<file path="src/logic/tmr_pkg.sv">
// Constants, register map and types of the 8-bit dual-compare timer.
// Assumes a plain register port with read data one cycle after the strobe.
//
// Summary of operation
// - Count and compare registers are 8-bit
// - Three flags with individual mask bits
// - Tick from prescaler or external pin edge
// - Clock select zero stops the counter
// - Tick clears, increments or decrements counter; here it only clears or increments
// - CPU count write beats clear or count
// - Mode field split across control A and B
// - Bottom is 0x00, max is 0xff
// - Top is 0xff or compare A
// - Match sets compare flag on next tick
// - Flag clears on service or write one
// - Overflow flag set per mode, can interrupt
// - Compare buffering only in PWM modes
// - Buffer loads active compare at top/bottom
// - CPU reaches buffer or active register
// - Force strobe acts like match outside PWM modes, no flag
// - Count write blocks matches next tick
// - Output driven by match, mode, action
// - Output state kept across mode changes
// - Action field changes take effect immediately
// - Normal mode wraps, overflow at zero
// - Clear-on-match mode clears at compare A
// - Fast PWM set/clear at bottom and match
// - Action zero leaves output unchanged
package tmr_pkg;

    localparam int          DATA_W       = 8;
    localparam int          ADDR_W       = 4;
    localparam logic [7:0]  CNT_BOTTOM   = 8'h00;
    localparam logic [7:0]  CNT_MAX      = 8'hff;

    // Register offsets
    localparam logic [3:0]  REG_CTRL_A   = 4'h0;
    localparam logic [3:0]  REG_CTRL_B   = 4'h1;
    localparam logic [3:0]  REG_COUNT    = 4'h2;
    localparam logic [3:0]  REG_CMP_A    = 4'h3;
    localparam logic [3:0]  REG_CMP_B    = 4'h4;
    localparam logic [3:0]  REG_MASK     = 4'h5;
    localparam logic [3:0]  REG_FLAG     = 4'h6;
    localparam logic [3:0]  REG_ACK      = 4'h7;

    // Field positions
    localparam int          CA_WGM_LO    = 0;
    localparam int          CA_COMB_LO   = 4;
    localparam int          CA_COMA_LO   = 6;
    localparam int          CB_CS_LO     = 0;
    localparam int          CB_WGM2      = 3;
    localparam int          CB_FORCE_B   = 6;
    localparam int          CB_FORCE_A   = 7;
    localparam int          FL_OVF       = 0;
    localparam int          FL_CMPA      = 1;
    localparam int          FL_CMPB      = 2;

    localparam logic [7:0]  RST_VAL      = 8'h00;

    // Clock select codes
    localparam logic [2:0]  CS_STOP      = 3'h0;
    localparam logic [2:0]  CS_DIV1      = 3'h1;
    localparam logic [2:0]  CS_DIV8      = 3'h2;
    localparam logic [2:0]  CS_DIV64     = 3'h3;
    localparam logic [2:0]  CS_DIV256    = 3'h4;
    localparam logic [2:0]  CS_DIV1024   = 3'h5;
    localparam logic [2:0]  CS_EXT_FALL  = 3'h6;
    localparam logic [2:0]  CS_EXT_RISE  = 3'h7;

    // Waveform modes
    localparam logic [2:0]  WGM_NORMAL   = 3'h0;
    localparam logic [2:0]  WGM_CLR_CMP  = 3'h2;
    localparam logic [2:0]  WGM_FAST     = 3'h3;
    localparam logic [2:0]  WGM_FAST_A   = 3'h7;

    // Output actions
    localparam logic [1:0]  COM_NONE     = 2'h0;
    localparam logic [1:0]  COM_TOGGLE   = 2'h1;
    localparam logic [1:0]  COM_CLEAR    = 2'h2;
    localparam logic [1:0]  COM_SET      = 2'h3;

    typedef struct packed {
        logic [ADDR_W-1:0] addr;
        logic [DATA_W-1:0] wdata;
        logic              wr;
        logic              rd;
    } tmr_bus_t;

    typedef struct packed {
        logic cmpb;
        logic cmpa;
        logic ovf;
    } tmr_evt_t;

endpackage

</file>
<file path="src/logic/tmr_core.sv">
// 8-bit timer/counter with two compare units and fast PWM.
// Assumes the register strobes and the count pin are synchronous to clk.
//
// The implementer's own choices: the register offsets and the strobed register port.
`timescale 1ns/1ps

module tmr_core
    import tmr_pkg::*;
(
    // Clock and reset
    input  wire logic             clk,
    input  wire logic             rst,
    // Register port
    input  wire tmr_bus_t         bus,
    output logic [DATA_W-1:0]     rdata_ff,
    // Interrupt service acknowledge, one per flag
    input  wire tmr_evt_t         irq_ack,
    // Pins
    input  wire logic             external_count_pin,
    output logic                  compare_output_pin_a,
    output logic                  compare_output_pin_b,
    output tmr_evt_t              irq_req_ff
);

    // =========================================================
    // Functions
    // =========================================================
    function automatic logic is_pwm(input logic [2:0] m);
        is_pwm = (m == WGM_FAST) || (m == WGM_FAST_A);
    endfunction

    // Next output state for one unit on a match
    function automatic logic match_out(input logic [2:0] m,
                                       input logic [1:0] com,
                                       input logic       cur);
        match_out = cur;
        if (is_pwm(m))
        begin
            if (com == COM_CLEAR)
                match_out = 1'b0;
            else if (com == COM_SET)
                match_out = 1'b1;
        end
        else
        begin
            unique case (com)
                COM_NONE:   match_out = cur;
                COM_TOGGLE: match_out = ~cur;
                COM_CLEAR:  match_out = 1'b0;
                COM_SET:    match_out = 1'b1;
            endcase
        end
    endfunction

    // =========================================================
    // Registers
    // =========================================================
    logic [7:0] ctrl_a_ff;
    logic [7:0] ctrl_b_ff;
    logic [7:0] count_value_ff;
    logic [7:0] compare_value_a_ff;
    logic [7:0] compare_value_b_ff;
    logic [7:0] buf_a_ff;
    logic [7:0] buf_b_ff;
    logic [2:0] timer_mask_register_ff;
    logic [2:0] timer_flag_register_ff;
    logic       oc_a_ff;
    logic       oc_b_ff;
    logic       block_ff;
    logic       ext_prev_ff;
    logic [9:0] presc_ff;

    // mode bits split over two registers
    logic [2:0] waveform_mode_field;
    logic [2:0] clock_select_field;
    logic [1:0] action_a;
    logic [1:0] action_b;
    assign waveform_mode_field = {ctrl_b_ff[CB_WGM2],
                                  ctrl_a_ff[CA_WGM_LO+1:CA_WGM_LO]};
    assign clock_select_field  = ctrl_b_ff[CB_CS_LO+2:CB_CS_LO];
    assign action_a            = ctrl_a_ff[CA_COMA_LO+1:CA_COMA_LO];
    assign action_b            = ctrl_a_ff[CA_COMB_LO+1:CA_COMB_LO];

    logic wr_ca;
    logic wr_cb;
    logic wr_cnt;
    logic wr_cmpa;
    logic wr_cmpb;
    logic wr_mask;
    logic wr_flag;
    assign wr_ca   = bus.wr && (bus.addr == REG_CTRL_A);
    assign wr_cb   = bus.wr && (bus.addr == REG_CTRL_B);
    assign wr_cnt  = bus.wr && (bus.addr == REG_COUNT);
    assign wr_cmpa = bus.wr && (bus.addr == REG_CMP_A);
    assign wr_cmpb = bus.wr && (bus.addr == REG_CMP_B);
    assign wr_mask = bus.wr && (bus.addr == REG_MASK);
    assign wr_flag = bus.wr && (bus.addr == REG_FLAG);

    // =========================================================
    // Clock select and prescaler
    // =========================================================
    logic ext_rise;
    logic ext_fall;
    logic timer_tick;
    assign ext_rise = external_count_pin && !ext_prev_ff;
    assign ext_fall = !external_count_pin && ext_prev_ff;

    always_ff @(posedge clk or posedge rst)
    begin
        if (rst)
            ext_prev_ff <= 1'b0;
        else
            ext_prev_ff <= external_count_pin;
    end

    // Free-running; divided ticks are not phase-aligned to a select write
    always_ff @(posedge clk or posedge rst)
    begin
        if (rst)
            presc_ff <= 10'h000;
        else
            presc_ff <= presc_ff + 10'h001;
    end

    always_comb
    begin
        unique case (clock_select_field)
            CS_STOP:     timer_tick = 1'b0;
            CS_DIV1:     timer_tick = 1'b1;
            CS_DIV8:     timer_tick = (presc_ff[2:0] == 3'h7);
            CS_DIV64:    timer_tick = (presc_ff[5:0] == 6'h3f);
            CS_DIV256:   timer_tick = (presc_ff[7:0] == 8'hff);
            CS_DIV1024:  timer_tick = (presc_ff == 10'h3ff);
            CS_EXT_FALL: timer_tick = ext_fall;
            CS_EXT_RISE: timer_tick = ext_rise;
        endcase
    end

    // =========================================================
    // Counter unit
    // =========================================================
    // bottom and top indications
    logic       at_bottom;
    logic       at_top;
    logic [7:0] top_value;
    logic       pwm;
    assign top_value = (waveform_mode_field == WGM_CLR_CMP ||
                        waveform_mode_field == WGM_FAST_A)
                       ? compare_value_a_ff : CNT_MAX;
    assign at_top    = (count_value_ff == top_value);
    assign at_bottom = (count_value_ff == CNT_BOTTOM);
    assign pwm       = is_pwm(waveform_mode_field);

    // Only up-counting modes exist here, so direction stays up
    logic direction_up;
    logic clear_cnt;
    assign direction_up = 1'b1;
    // clear at compare A; restart after top
    assign clear_cnt = at_top && (waveform_mode_field != WGM_NORMAL);

    always_ff @(posedge clk or posedge rst)
    begin
        if (rst)
            count_value_ff <= RST_VAL;
        else if (wr_cnt)
            count_value_ff <= bus.wdata;
        else if (timer_tick)
        begin
            if (clear_cnt)
                count_value_ff <= CNT_BOTTOM;
            else if (direction_up)
                count_value_ff <= count_value_ff + 8'h01;
            else
                count_value_ff <= count_value_ff - 8'h01;
        end
    end

    // block held until the next tick, even while stopped
    always_ff @(posedge clk or posedge rst)
    begin
        if (rst)
            block_ff <= 1'b0;
        else if (wr_cnt)
            block_ff <= 1'b1;
        else if (timer_tick)
            block_ff <= 1'b0;
    end

    // =========================================================
    // Compare registers
    // =========================================================
    // 8-bit comparators
    logic match_a;
    logic match_b;
    logic load_buf;
    assign match_a  = (count_value_ff == compare_value_a_ff) && !block_ff;
    assign match_b  = (count_value_ff == compare_value_b_ff) && !block_ff;
    assign load_buf = pwm && timer_tick && clear_cnt;

    // buffers only in PWM; CPU access routing
    always_ff @(posedge clk or posedge rst)
    begin
        if (rst)
        begin
            buf_a_ff <= RST_VAL;
            buf_b_ff <= RST_VAL;
        end
        else
        begin
            if (wr_cmpa)
                buf_a_ff <= bus.wdata;
            if (wr_cmpb)
                buf_b_ff <= bus.wdata;
        end
    end

    always_ff @(posedge clk or posedge rst)
    begin
        if (rst)
        begin
            compare_value_a_ff <= RST_VAL;
            compare_value_b_ff <= RST_VAL;
        end
        else if (!pwm)
        begin
            if (wr_cmpa)
                compare_value_a_ff <= bus.wdata;
            if (wr_cmpb)
                compare_value_b_ff <= bus.wdata;
        end
        // update only at the sequence end
        else if (load_buf)
        begin
            compare_value_a_ff <= buf_a_ff;
            compare_value_b_ff <= buf_b_ff;
        end
    end

    // =========================================================
    // Control and mask
    // =========================================================
    // action fields act at once, no buffering
    always_ff @(posedge clk or posedge rst)
    begin
        if (rst)
        begin
            ctrl_a_ff              <= RST_VAL;
            ctrl_b_ff              <= RST_VAL;
            timer_mask_register_ff <= 3'h0;
        end
        else
        begin
            if (wr_ca)
                ctrl_a_ff <= bus.wdata;
            // Force bits are strobes and never stored
            if (wr_cb)
                ctrl_b_ff <= {2'b00, bus.wdata[5:0]};
            if (wr_mask)
                timer_mask_register_ff <= bus.wdata[2:0];
        end
    end

    // =========================================================
    // Flags
    // =========================================================
    tmr_evt_t set_evt;
    tmr_evt_t clr_evt;
    // match sets flag on the tick
    assign set_evt.cmpa = timer_tick && match_a;
    assign set_evt.cmpb = timer_tick && match_b;
    // overflow at zero or at top in fast PWM
    assign set_evt.ovf  = timer_tick && (pwm ? at_top : (count_value_ff
                          == CNT_MAX && !clear_cnt));
    // service or write-one clear; zeros ignored
    assign clr_evt.ovf  = irq_ack.ovf  || (wr_flag && bus.wdata[FL_OVF]);
    assign clr_evt.cmpa = irq_ack.cmpa || (wr_flag && bus.wdata[FL_CMPA]);
    assign clr_evt.cmpb = irq_ack.cmpb || (wr_flag && bus.wdata[FL_CMPB]);

    // Set beats clear so a same-cycle event is never lost
    always_ff @(posedge clk or posedge rst)
    begin
        if (rst)
            timer_flag_register_ff <= 3'h0;
        else
            timer_flag_register_ff <= set_evt
                                      | (timer_flag_register_ff & ~clr_evt);
    end

    always_ff @(posedge clk or posedge rst)
    begin
        if (rst)
            irq_req_ff <= '0;
        else
            irq_req_ff <= timer_flag_register_ff & timer_mask_register_ff;
    end

    // =========================================================
    // Waveform generator
    // =========================================================
    logic force_a;
    logic force_b;
    logic nxt_oc_a;
    logic nxt_oc_b;
    assign force_a = wr_cb && bus.wdata[CB_FORCE_A] && !pwm;
    assign force_b = wr_cb && bus.wdata[CB_FORCE_B] && !pwm;

    // match, mode and action drive outputs
    always_comb
    begin
        nxt_oc_a = oc_a_ff;
        nxt_oc_b = oc_b_ff;
        if ((timer_tick && match_a) || force_a)
            nxt_oc_a = match_out(waveform_mode_field, action_a, oc_a_ff);
        if ((timer_tick && match_b) || force_b)
            nxt_oc_b = match_out(waveform_mode_field, action_b, oc_b_ff);
        // inverse level at bottom; none for zero
        if (pwm && timer_tick && clear_cnt)
        begin
            if (action_a == COM_CLEAR)
                nxt_oc_a = 1'b1;
            else if (action_a == COM_SET)
                nxt_oc_a = 1'b0;
            if (action_b == COM_CLEAR)
                nxt_oc_b = 1'b1;
            else if (action_b == COM_SET)
                nxt_oc_b = 1'b0;
        end
    end

    always_ff @(posedge clk or posedge rst)
    begin
        if (rst)
        begin
            oc_a_ff <= 1'b0;
            oc_b_ff <= 1'b0;
        end
        else
        begin
            oc_a_ff <= nxt_oc_a;
            oc_b_ff <= nxt_oc_b;
        end
    end

    assign compare_output_pin_a = oc_a_ff;
    assign compare_output_pin_b = oc_b_ff;

    // =========================================================
    // Read port
    // =========================================================
    always_ff @(posedge clk or posedge rst)
    begin
        if (rst)
            rdata_ff <= 8'h00;
        else if (bus.rd)
        begin
            unique case (bus.addr)
                REG_CTRL_A: rdata_ff <= ctrl_a_ff;
                REG_CTRL_B: rdata_ff <= ctrl_b_ff;
                REG_COUNT:  rdata_ff <= count_value_ff;
                REG_CMP_A:  rdata_ff <= pwm ? buf_a_ff : compare_value_a_ff;
                REG_CMP_B:  rdata_ff <= pwm ? buf_b_ff : compare_value_b_ff;
                REG_MASK:   rdata_ff <= {5'h00, timer_mask_register_ff};
                REG_FLAG:   rdata_ff <= {5'h00, timer_flag_register_ff};
                default:    rdata_ff <= 8'h00;
            endcase
        end
        else
            rdata_ff <= 8'h00;
    end

endmodule

</file>
<file path="config.mk">
export PLATFORM = sky130hd
export DESIGN_NAME = tmr_core
export DESIGN_NICKNAME = d
export VERILOG_FILES = /design/src/logic/tmr_pkg.sv /design/src/logic/tmr_core.sv
export SDC_FILE = /design/constraint.sdc
export NUM_CORES = 1
export LEC_CHECK = 0
export ABC_AREA = 1
export BUFFER_PORTS_ARGS = -buffer_cell sky130_fd_sc_hd__buf_4
export CAP_MARGIN = 20
export CORE_UTILIZATION = 40
export DETAILED_ROUTE_END_ITERATION = 8
export PLACE_DENSITY = 0.63
export SLEW_MARGIN = 0
export SYNTH_ARGS = -nofsm -noshare
export SYNTH_HDL_FRONTEND = slang
export SYNTH_SLANG_ARGS = --single-unit
</file>
<file path="constraint.sdc">
create_clock -name clk -period 5.2 [get_ports clk]
set_input_delay 0.52 -clock clk [delete_from_list [all_inputs] [get_ports clk]]
set_output_delay 0.52 -clock clk [all_outputs]
set_load 0.005 [all_outputs]
</file>
# ---- After elaboration in Yosys (flattened, before gate mapping)
# Index checks and enable logic that the tools add are counted.
dict set report word_totals {
  register_bits 85
  input_bits 20
  output_inout_bits 13
  word_cells 138
}
dict set report op_classes {
  add_sub_neg 2
  eq_ne 31
  mux 34
  bitwise_logic 6
  reduce_logical 47
}
# operator n
set ops {}
lappend ops {{8-bit 2-to-1 mux} 13}
lappend ops {{8-bit one-hot mux with 7 select lines} 1}
lappend ops {{1-bit logical AND} 25}
lappend ops {{8-bit == test} 3}
lappend ops {{3-bit == test (second input constant)} 6}
lappend ops {{1-bit 2-to-1 mux} 17}
lappend ops {{8-bit == test (second input constant)} 2}
lappend ops {{3-bit by 2-bit == test with 1-bit output (second input constant)} 4}
lappend ops {{4-bit by 3-bit == test with 1-bit output (second input constant)} 3}
lappend ops {{10-bit by 1-bit adder with 10-bit output (second input constant)} 1}
lappend ops {{10-bit == test (second input constant)} 1}
lappend ops {{8-bit by 1-bit adder with 8-bit output (second input constant)} 1}
lappend ops {{2-bit == test (second input constant)} 4}
lappend ops {{4-bit by 2-bit == test with 1-bit output (second input constant)} 2}
lappend ops {{1-bit one-hot mux with 4 select lines} 2}
lappend ops {{1-bit one-hot mux with 8 select lines} 1}
lappend ops {{1-bit logical OR} 7}
lappend ops {{3-bit AND} 2}
lappend ops {{6-bit == test (second input constant)} 1}
lappend ops {{2-bit nonzero test} 3}
lappend ops {{1-bit logical NOT} 5}
lappend ops {{2-bit by 1-bit == test with 1-bit output (second input constant)} 2}
lappend ops {{4-bit by 1-bit == test with 1-bit output (second input constant)} 1}
lappend ops {{2-bit logical NOT} 2}
lappend ops {{9 further kinds} 11}

# ---- Longest topological paths before layout
# Gate-level depths: netlist of the first run.
dict set report logic_depth {
  word_depth 10
  depth_mapped 15
  ltp_nobuf 14
}

# ---- Least setup slack after synthesis of the first run
# OpenSTA, ideal clock, no wires.
dict set report synth_timing {
  path_type {in2reg}
  from {in bus[13] in the netlist's numbering}
  to {reg count_value_ff[3]}
  setup_time_ns 0.130
  arrival_ns 1.542
  required_ns 5.070
  path_slack_ns 3.527
  cell_stages 10
  n_path_buf 0
  path_cell_list {inv_1 > nand2_1 > inv_1 > nand2_1 > nor2_2 > inv_1 > nand2_1 > inv_1 > nand2_1 > o211ai_1}
}
dict set report synth_via {
  elab_chain_len 3
  word_cells_on_any_way 4
  classes_between {1 x eq/ne; 1 x mux; 2 x reduce/logical}
}
# item line_no
set synth_lines {}
lappend synth_lines {{start, declared} tmr_core.sv:14} ;# input wire tmr_bus_t bus,
lappend synth_lines {{4-bit by 2-bit == test with 1-bit output *} tmr_core.sv:93} ;# assign wr_cnt = bus.wr && (bus.addr == REG_COUNT);
lappend synth_lines {{1-bit logical AND *} tmr_core.sv:93}
lappend synth_lines {{8-bit 2-to-1 mux / 2-bit nonzero test (equally long branches)} -}
lappend synth_lines {{end signal, assigned} tmr_core.sv:166} ;# count_value_ff <= bus.wdata;
lappend synth_lines {{end signal, assigned} tmr_core.sv:172} ;# count_value_ff <= count_value_ff + 8'h01;
lappend synth_lines {{end signal, assigned} tmr_core.sv:174} ;# count_value_ff <= count_value_ff - 8'h01;
lappend synth_lines {{end, declared} tmr_core.sv:60} ;# logic [7:0] count_value_ff;
# Every way passes the cells marked *; elsewhere a longest branch is shown, timed or not.
# A chain may end at the register's enable or synchronous reset.

# ---- Final worst setup path of the first run
dict set report layout_timing {
  from {reg ctrl_a_ff[0]}
  to {reg compare_value_b_ff[0]}
}
dict set report layout_via {
  elab_chain_len 8
  word_cells_on_any_way 15
  classes_between {5 x eq/ne; 2 x mux; 8 x reduce/logical}
}
# item line_no
set layout_lines {}
lappend layout_lines {{start, declared} tmr_core.sv:58} ;# logic [7:0] ctrl_a_ff;
lappend layout_lines {{start signal, assigned} tmr_core.sv:254} ;# ctrl_a_ff <= bus.wdata;
lappend layout_lines {{3-bit by 2-bit == test with 1-bit output / 3-bit == test (equally long branches)} {tmr_core.sv:147, tmr_core.sv:29, tmr_core.sv:148}}
lappend layout_lines {{1-bit logical OR} tmr_core.sv:147} ;# assign top_value = (waveform_mode_field == WGM_CLR_CMP ||
lappend layout_lines {{8-bit 2-to-1 mux} tmr_core.sv:149} ;# ? compare_value_a_ff : CNT_MAX;
lappend layout_lines {{8-bit == test} tmr_core.sv:150} ;# assign at_top = (count_value_ff == top_value);
lappend layout_lines {{1-bit logical AND} tmr_core.sv:159} ;# assign clear_cnt = at_top && (waveform_mode_field != WGM_NORMAL);
lappend layout_lines {{1-bit logical AND} tmr_core.sv:198} ;# assign load_buf = pwm && timer_tick && clear_cnt;
lappend layout_lines {{2-bit by 1-bit inequality test with 1-bit output (no source line)} -}
lappend layout_lines {{2-bit AND reduction (no source line)} -}
lappend layout_lines {{end signal, assigned} tmr_core.sv:229} ;# compare_value_b_ff <= bus.wdata;
lappend layout_lines {{end signal, assigned} tmr_core.sv:235} ;# compare_value_b_ff <= buf_b_ff;
lappend layout_lines {{end, declared} tmr_core.sv:62} ;# logic [7:0] compare_value_b_ff;
# Parallel ways exist; a longest one is shown, timed or not.

==> results of run 1 <==
-- synthesized netlist by cell type (5+ instances only) --
cell type	instances	share of area (%)
nand2_1	203	17
nand3_1	40	4.3
o22ai_1	9	1.2
xnor2_1	5	0.95
clkbuf_1	8	0.65
xor2_1	10	1.9
inv_1	87	7.1
a21oi_1	11	1.2
nor2_1	38	3.1
o21ai_0	79	8.6
nand4_1	6	0.81
dfrtp_1	85	46
-- registers in the layout, summed over array words and instances (netlist names) --
signal	count
compare_output_pin_b	1
irq_req_ff	3
rdata_ff	8
timer_flag_register_ff	3
compare_value_b_ff	8
count_value_ff	8
buf_a_ff	8
ctrl_b_ff	6
ctrl_a_ff	8
compare_output_pin_a	1
timer_mask_register_ff	3
presc_ff	10
block_ff	1
buf_b_ff	8
ext_prev_ff	1
compare_value_a_ff	8
-- final cells by class --
type | count | area (um2) | area share [%]
clock inverter | 4 | 47.5 | 0.903
inverter | 90 | 339 | 6.44
clock buffer | 12 | 246 | 4.68
multi-input combinational | 438 | 2080 | 39.4
sequential | 85 | 2130 | 40.4
tap | 140 | 175 | 3.33
timing repair buffer | 34 | 255 | 4.85
-- through the flow --
stage          total power, mW  worst slack [ns]  hold slack (ns)
6_report                  2.19              2.67            0.148
2_1_floorplan             1.36              2.49            0.422
3_3_place_gp              1.54              2.73            0.455
3_5_place_dp              1.55              2.70            0.461
4_1_cts                   2.20              2.69            0.152
5_1_grt                   2.34              2.46            0.176
-- power breakdown --
group	internal, mW	total (mW)	switching, mW
Combinational	0.222	0.603	0.382
Clock	0.384	0.647	0.263
Sequential	0.795	0.943	0.148
-- worst paths after layout --
path / cells after the start / from / to
max in group asynchronous: 3 / rst / timer_flag_register_ff[1]
hold / removal: 2 / rst / buf_a_ff[0]
setup reg to reg: 11 / ctrl_a_ff[0] / compare_value_b_ff[0]
hold reg to reg: 2 / timer_flag_register_ff[1] / irq_req_ff[1]
setup / recovery: 11 / ctrl_a_ff[0] / compare_value_b_ff[0]
min in group clk: 1 / external_count_pin / ext_prev_ff
-- cell families (layout without fill, tap and decap cells) --
group / after synthesis / in the layout / share of synthesized area, %
fa+ha+maj: 3 / 3 / 0.813
simple gates: 304 / 304 / 27.6
xor+xnor: 15 / 15 / 2.85
flops: 85 / 85 / 46.1
buf+inv: 105 / 140 / 8.97
compound gates: 116 / 116 / 13.7
-- metal layers --
layer  vias up  part of all wire (%)  track usage, %
met4         0                   1.9            8.67
met5         -                     0               0
li1       2067                     -               -
met2       158                    46            36.0
met1      2061                    45            32.1
met3        18                   6.9            4.80
==> impl_metrics.yaml, run 1 <==
critical_path:
  path_cells: "nand2_2, nand2_1, nand2_1, inv_1, nand2_1, nand3_2, nor2_4, nand2_4, nand2_2, nand2_1, nand2_1"
  crit_required_ns: 5.48
  cp_num_buf_inv: 1
  crit_type: "reg -> reg"
  arrival_ns: 2.81
  critPathLaunchType: "flip-flop"
  rrSetupSlack_ns: 2.67
  critPathSlowestCell: "nand2_2"
  crit_top_cell: "nand2_1"
  path_max_fanout: 60
  critPathTopFamily: "simple AND/OR/NAND/NOR gates"
  endpoint_kind: "flip-flop"
  cpPeakStageDelay_ns: 0.70
placed_design:
  routabilityCongestion: 0.919
  hpwl_um: 9300
  postPlaceCellArea_mm2: 0.00497
  place_inst: 787
  port_buffers: 32
synthesis:
  ys.warnings.count: 0
  synth.cell_area_mm2: 0.00462
  syn_area_per_cell_um2: 7.35
  syn_inst: 628
  async_reset_ff_share_pct: 100
  synth-seq-cells: 85
  syn-num-nets: 651
  ys_types: 34
  synth_edf_count: 0
  synth_seq_area_share_pct: 46.1
  synth_flop_cell: "dfrtp_1"
timing:
  setup_viol: 0
  slew_viol_final: 0
  fin_setup_tns_ns: 0
  slew_headroom_pct: 36.7
  min_period_ns: 2.53
  finalCritPeriodShare_pct: 48.6
  fmax_ghz: 0.395
  final-hold-violation-count: 0
  rsz0062_at_grt: "no"
  tightest_slew_ns: 0.945
  fin_skew_ns: 0.00669
power:
  p_leak_nw: 2.71
  irDropWorstVdd_uv: 265
  power_density_mw_per_mm2: 417
final_layout:
  layout_commonest_cell: "nand2_1"
  instances_no_fill: 803
  area_delta_synth_final_pct: 14.1
  num_antenna_cells: 0
  stdcell_area_mm2: 0.00527
  layout_common_cells: "nand2_1 (203), inv_1 (86), dfrtp_1 (85), o21ai_0 (79), nand3_1 (40)"
  layout.nets: 681
  final_util_pct: 47.7
  drive_gt1_share_pct: 9.95
  nFillCells: 1134
die:
  dieHeight_um: 109
  io_pins: 33
  start_util_pct: 41.9
  die-area_mm2: 0.0120
  die_w_um: 109
  num_rows: 38
  coreArea_mm2: 0.0110
grt:
  grt_usage_pct: 23.3
  grt_max_degree: 64
  antenna_found_initial: 0
  grt_pass1_wl_um: 20600
  first_global_vias: 3981
  grt_overflow: 0
routing:
  via_per_inst: 5.36
  post_drt_wl_per_cell_um: 15.8
  route.vias.total: 4304
  route.detailed.drc: 0
  drt-total-wl_um: 12700
  drtIter0Drc: 284
  drt_first_pass_iters: 5
  ant_nets: 0
clock_network:
  htree_levels: 3
  clockBufferDepth: 2
  numCtsBuffers: 9
  cts_setup_buffers: 0
  path_clk_slew_ns: 0.06
  clockRootBuffer: "clkbuf_16"
  cts.sinks: 85
  hold_buffers: 0
  cts-resized-gates: 0
  cts_tree: "built"
  clock_latency_ns: 0.35
run:
  maxCapViolCount: 0
status:
  status: "finished, final reports clean"
hold_path:
  hold_class: "in -> async"
(Power assumes the default switching activity.)
==> run 2: changes to the inputs <==
--- a/config.mk
+++ b/config.mk
@@ -5,7 +5,7 @@
 export SDC_FILE = /design/constraint.sdc
 export NUM_CORES = 1
 export LEC_CHECK = 0
-export ABC_AREA = 1
+export ABC_AREA = 0
 export BUFFER_PORTS_ARGS = -buffer_cell sky130_fd_sc_hd__buf_4
 export CAP_MARGIN = 20
 export CORE_UTILIZATION = 40
==> constraint.sdc (replaced) <==
create_clock -name clk -period 2.5 [get_ports clk]
set_input_delay 0.25 -clock clk [delete_from_list [all_inputs] [get_ports clk]]
set_output_delay 0.25 -clock clk [all_outputs]
set_load 0.005 [all_outputs]
==> impl_metrics.yaml, run 2 <==
status:
  status: "finished, final reports clean"
synthesis:
  ys.warnings.count: 0
  syn_inst: 472
  syn-num-nets: 495
  synthTopCellsByArea: "dfrtp_1 (47%), mux2_2 (8.2%), nand2_1 (6.3%)"
  synth_common_cells: "dfrtp_1 (85), nand2_1 (76), mux2_2 (33)"
  synth-seq-cells: 85
  synthSimpleGateAreaFrac_pct: 20.0
  synth_seq_area_share_pct: 46.7
  syn_area_per_cell_um2: 9.65
  synth.cell_area_mm2: 0.00456
  yosysTopAreaCell: "dfrtp_1"
  synth_flop_cell: "dfrtp_1"
  ys_types: 56
  synth_compound_area_share_pct: 14.3
  synth.top_cell.area_share_pct: 46.7
  synth_most_common_cell: "dfrtp_1"
  synth_top_family_by_area: "simple AND/OR/NAND/NOR gates"
  synth_mux_area_share_pct: 11.2
  async_reset_ff_share_pct: 100
  synth_edf_count: 0
  synth-xor-area-share_pct: 3.27
  synth_fa_ha_area_share_pct: 0.824
clock_network:
  cts.sinks: 85
  clockBufferDepth: 2
  cts_tree: "built"
  path_clk_slew_ns: 0.07
  numCtsBuffers: 9
  htree_levels: 3
  clockRootBuffer: "clkbuf_16"
  clock_latency_ns: 0.34
critical_path:
  critPathSlowestCell: "o31a_1"
  critPathLaunchType: "flip-flop"
  cp_num_buf_inv: 0
  cpPeakStageDelay_ns: 0.37
  path_cells: "ha_1, nand3_1, o311ai_4, o311ai_4, or2_1, o31a_1, o31ai_1, nor3_1"
  critPathTopFamily: "compound AO/OA/AOI/OAI gates"
  endpoint_kind: "flip-flop"
  crit_top_cell: "o311ai_4"
  crit_type: "reg -> reg"
  crit_required_ns: 2.72
  arrival_ns: 2.59
  path_max_fanout: 5
routing:
  drt-total-wl_um: 13000
  drt_first_pass_iters: 5
  route.detailed.drc: 0
  ant_nets: 0
  via_per_inst: 5.94
  route.vias.total: 3935
  drtIter0Drc: 291
  post_drt_wl_per_cell_um: 19.7
final_layout:
  area_delta_synth_final_pct: 19.1
  largest_register_ffs: 10
  layout_common_cells: "dfrtp_1 (85), nand2_1 (75), buf_4 (59), mux2_2 (33), nor2_1 (31)"
  top_register: "presc_ff"
  num_antenna_cells: 0
  multi_input_area_mm2: 0.00229
  seq_area_mm2: 0.00213
  layout.nets: 541
  layout_commonest_cell: "dfrtp_1"
  instances_no_fill: 663
  nFillCells: 999
  drive_gt1_share_pct: 22.4
grt:
  grt_overflow: 0
  grt_max_degree: 57
  first_global_vias: 3850
  antenna_found_initial: 0
  grt_pass1_wl_um: 20900
  grt_usage_pct: 23.8
die:
  num_rows: 38
  coreArea_mm2: 0.0110
  die-area_mm2: 0.0118
  dieHeight_um: 109
  start_util_pct: 41.5
  io_pins: 33
  die_w_um: 109
placed_design:
  place_inst: 644
  hpwl_um: 9480
  routabilityCongestion: 0.887
  port_buffers: 32
hold_path:
  hold_class: "in -> reg"
timing:
  slew_headroom_pct: 56.9
  finalCritPeriodShare_pct: 94.9
  fin_setup_tns_ns: 0
  fin_skew_ns: 0.0128
  min_period_ns: 2.37
  fmax_ghz: 0.422
  setup_viol: 0
  final-hold-violation-count: 0
  slew_viol_final: 0
  rsz0062_at_grt: "no"
  tightest_slew_ns: 0.644
power:
  power_mw: 4.89
  irDropWorstVdd_uv: 426
  p_leak_nw: 2.43
  power_density_mw_per_mm2: 902
run:
  maxCapViolCount: 0
[run 2: final cells by class]
| type | instances | share of cell area (%) |
|---|---|---|
| well taps | 140 | 3.23 |
| clock inverters | 5 | 1.54 |
| repair buffers | 61 | 8.72 |
| clock buffers | 11 | 4.29 |
| multi-input cells | 349 | 42.2 |
| flip-flops and latches | 85 | 39.2 |
| inverters | 12 | 0.853 |
[run 2: timing repair]
item,4_1_cts,5_1_grt
setup endpoints to repair,0,21
gates resized for setup,0,4
hold buffers,1,0
hold endpoints to repair,29,0
buffers inserted,0,2
[run 2: path summary, 6_finish.rpt]
path,start,end,slack [ns],depth (start not counted)
min in group asynchronous,rst,timer_mask_register_ff[1],0.50,3
worst max-delay path,presc_ff[0],compare_output_pin_a,0.13,8
max in group asynchronous,rst,compare_value_a_ff[4],1.30,4
worst max register to register,presc_ff[0],compare_output_pin_a,0.13,8
worst min-delay path,external_count_pin,ext_prev_ff,0.03,1
worst min register to register,presc_ff[0],presc_ff[0],0.45,1
[run 2: power by group]
group | total (mW) | switching (mW) | leakage [nW] | internal (mW)
clock network | 1.45 | 0.571 | 0.146 | 0.881
logic | 1.43 | 0.742 | 1.23 | 0.689
registers | 2.01 | 0.351 | 1.06 | 1.66
total | 4.89 | 1.66 | 2.43 | 3.23
[run 2: kinds of logic after synthesis]
family | Yosys count
fa+ha+maj | 3
xor+xnor | 17
compound gates | 91
simple gates | 191
buf+inv | 38
flops | 85
mux | 47
[run 2: stage by stage]
step,setup slack [ns],instance area (um2),utilization (%),hold slack (ns)
after floorplan,0.0565,4560,-,0.281
after global placement,0.147,5060,46.0,0.323
after detailed placement,0.0376,5060,46.0,0.328
after CTS,0.0294,5380,49.0,0.0123
after global routing,0.00493,5430,49.4,0.0132
final,0.128,5430,49.4,0.0252
[run 2: routing by layer]
layer	part of all wire, %	up-vias	GRT usage (%)	wire (um)
met5	0	-	0	0
met1	44	1927	32.0	5700
met2	44	196	36.5	5790
met4	3.6	0	10.3	472
li1	-	1773	-	-
met3	8.2	39	5.86	1070
==> run 3: changes to the inputs <==
--- a/config.mk
+++ b/config.mk
@@ -7,10 +7,9 @@
 export LEC_CHECK = 0
 export ABC_AREA = 0
 export BUFFER_PORTS_ARGS = -buffer_cell sky130_fd_sc_hd__buf_4
-export CAP_MARGIN = 20
-export CORE_UTILIZATION = 40
+export CORE_UTILIZATION = 31
 export DETAILED_ROUTE_END_ITERATION = 8
-export PLACE_DENSITY = 0.63
+export PLACE_DENSITY = 0.53
 export SLEW_MARGIN = 0
 export SYNTH_ARGS = -nofsm -noshare
 export SYNTH_HDL_FRONTEND = slang
==> impl_metrics.yaml, run 3 (synthesis gave the netlist of run 2 again) <==
routing:
  top_layer: "met4"
  drtIter0Drc: 271
  route.met2.wl_um: 5760
  ant_nets: 0
  route.detailed.drc: 0
  route.vias.total: 3736
  post_drt_wl_per_cell_um: 18.2
  drt-total-wl_um: 12600
  met3_length_um: 613
  wl_met1_um: 5930
  drt_first_pass_iters: 6
  via_per_inst: 5.37
final_layout:
  stdcell_area_mm2: 0.00540
  layout_commonest_cell: "dfrtp_1"
  layout_common_cells: "dfrtp_1 (84), nand2_1 (76), buf_4 (53), mux2_2 (33), nor2_1 (31)"
  num_antenna_cells: 0
  layout.nets: 534
  final_util_pct: 38.3
  instances_no_fill: 696
  area_delta_synth_final_pct: 18.6
  drive_gt1_share_pct: 22.5
  top_register: "presc_ff"
  largest_register_ffs: 10
clock_network:
  numCtsBuffers: 9
  clockBufferDepth: 2
  clock_latency_ns: 0.36
  hold_buffers: 0
  cts_tree: "built"
  cts.sinks: 85
  cts_setup_buffers: 0
  clockRootBuffer: "clkbuf_16"
  htree_levels: 3
  path_clk_slew_ns: 0.07
timing:
  fin_skew_ns: 0.0110
  slew_viol_final: 0
  fin_ws_ns: 0.139
  hold_slack_ns: -0.00252
  finalCritPeriodShare_pct: 94.4
  final-hold-violation-count: 2
  slew_headroom_pct: 51.9
  fin_setup_tns_ns: 0
  setup_viol: 0
  tightest_slew_ns: 0.720
  min_period_ns: 2.36
  fmax_ghz: 0.424
power:
  p_leak_nw: 2.38
  p_clk_share_pct: 27.4
  swShare_pct: 35.4
  p_seq_share_pct: 43.5
  p_int_mw: 3.03
  p_comb_share_pct: 29.1
  power_density_mw_per_mm2: 868
  irDropWorstVdd_uv: 409
  power_mw: 4.69
  p_sw_mw: 1.66
placed_design:
  postPlaceCellArea_mm2: 0.00508
  routabilityCongestion: 0.894
  dp_slack_ns: 0.101
  hpwl_um: 8990
  port_buffers: 32
  place_inst: 680
die:
  io_pins: 33
  dieHeight_um: 123
  die-area_mm2: 0.0152
  die_w_um: 123
  num_rows: 43
  coreArea_mm2: 0.0141
  start_util_pct: 32.3
critical_path:
  endpoint_kind: "flip-flop"
  crit_required_ns: 2.74
  critPathLaunchType: "flip-flop"
  crit_start: "presc_ff[0]"
  rrSetupSlack_ns: 0.14
  path_max_fanout: 10
  crit_type: "reg -> reg"
  arrival_ns: 2.60
  timing.rr.start: "presc_ff[0]"
status:
  status: "complete, but fails checks"
  violations: "negative hold slack"
grt:
  antenna_found_initial: 0
  first_global_vias: 3589
  grt_usage_pct: 18.1
  grt_overflow: 0
  grt_max_degree: 86
  grt_pass1_wl_um: 20100
run:
  maxCapViolCount: 0
hold_path:
  hold_class: "in -> async"
[run 3: cell types whose count changed in the layout (fill, tap and decap cells not counted), moves of 2 or more]
cell        before  now
buf_4           59   53
bufinv_16        2    0
clkbuf_1         2    0
clkinvlp_4       2    4
[run 3: layout make-up]
cell class                 count  area, um2
clock buffer                  10        239
clock inverter                 6       47.5
fill                        1415       8690
inverter                      12       46.3
multi-input combinational    349       2300
sequential                    85       2130
tap                          180        225
timing repair buffer          54        418
[run 3: worst max-delay path, stage by stage, from the launching register on]
cell and delay [ns]:
dfrtp_1 0.40, ha_2 0.22, ha_1 0.18, a21oi_1 0.14, nor2_1 0.05, a21oi_1 0.36, buf_4 0.20, a2111oi_4 0.05
buf_4 0.18, buf_4 0.17, a22oi_1 0.21, nand2_1 0.07
[run 3: worst paths after layout]
path	endpoint	depth (start not counted)
setup / recovery	compare_value_a_ff[7]	11
hold / removal	presc_ff[9]	3
setup reg to reg	compare_value_a_ff[7]	11
hold reg to reg	presc_ff[0]	1
max in group asynchronous	ctrl_a_ff[7]	3
min in group clk	ext_prev_ff	1
[run 3: what timing repair did]
item / 4_1_cts / 5_1_grt
resized for setup: 0 / 7
endpoints found under the setup margin: 0 / 14
hold endpoints to repair: 0 / 0
[run 3: metal layers]
layer	track usage, %	vias up
met5	0	-
met4	7.98	0
met3	4.01	26
met2	27.2	118
met1	24.8	1836
li1	-	1756
[run 3: power by group through the flow]
stage | combinational (mW) | clock [mW] | sequential (mW)
final | 1.37 | 1.28 | 2.04
after global routing | 1.50 | 1.37 | 2.08
after CTS | 1.34 | 1.32 | 2.02
after detailed placement | 1.34 | 0 | 2.04
after global placement | 1.32 | 0 | 2.04
after floorplan | 1.06 | 0 | 1.87
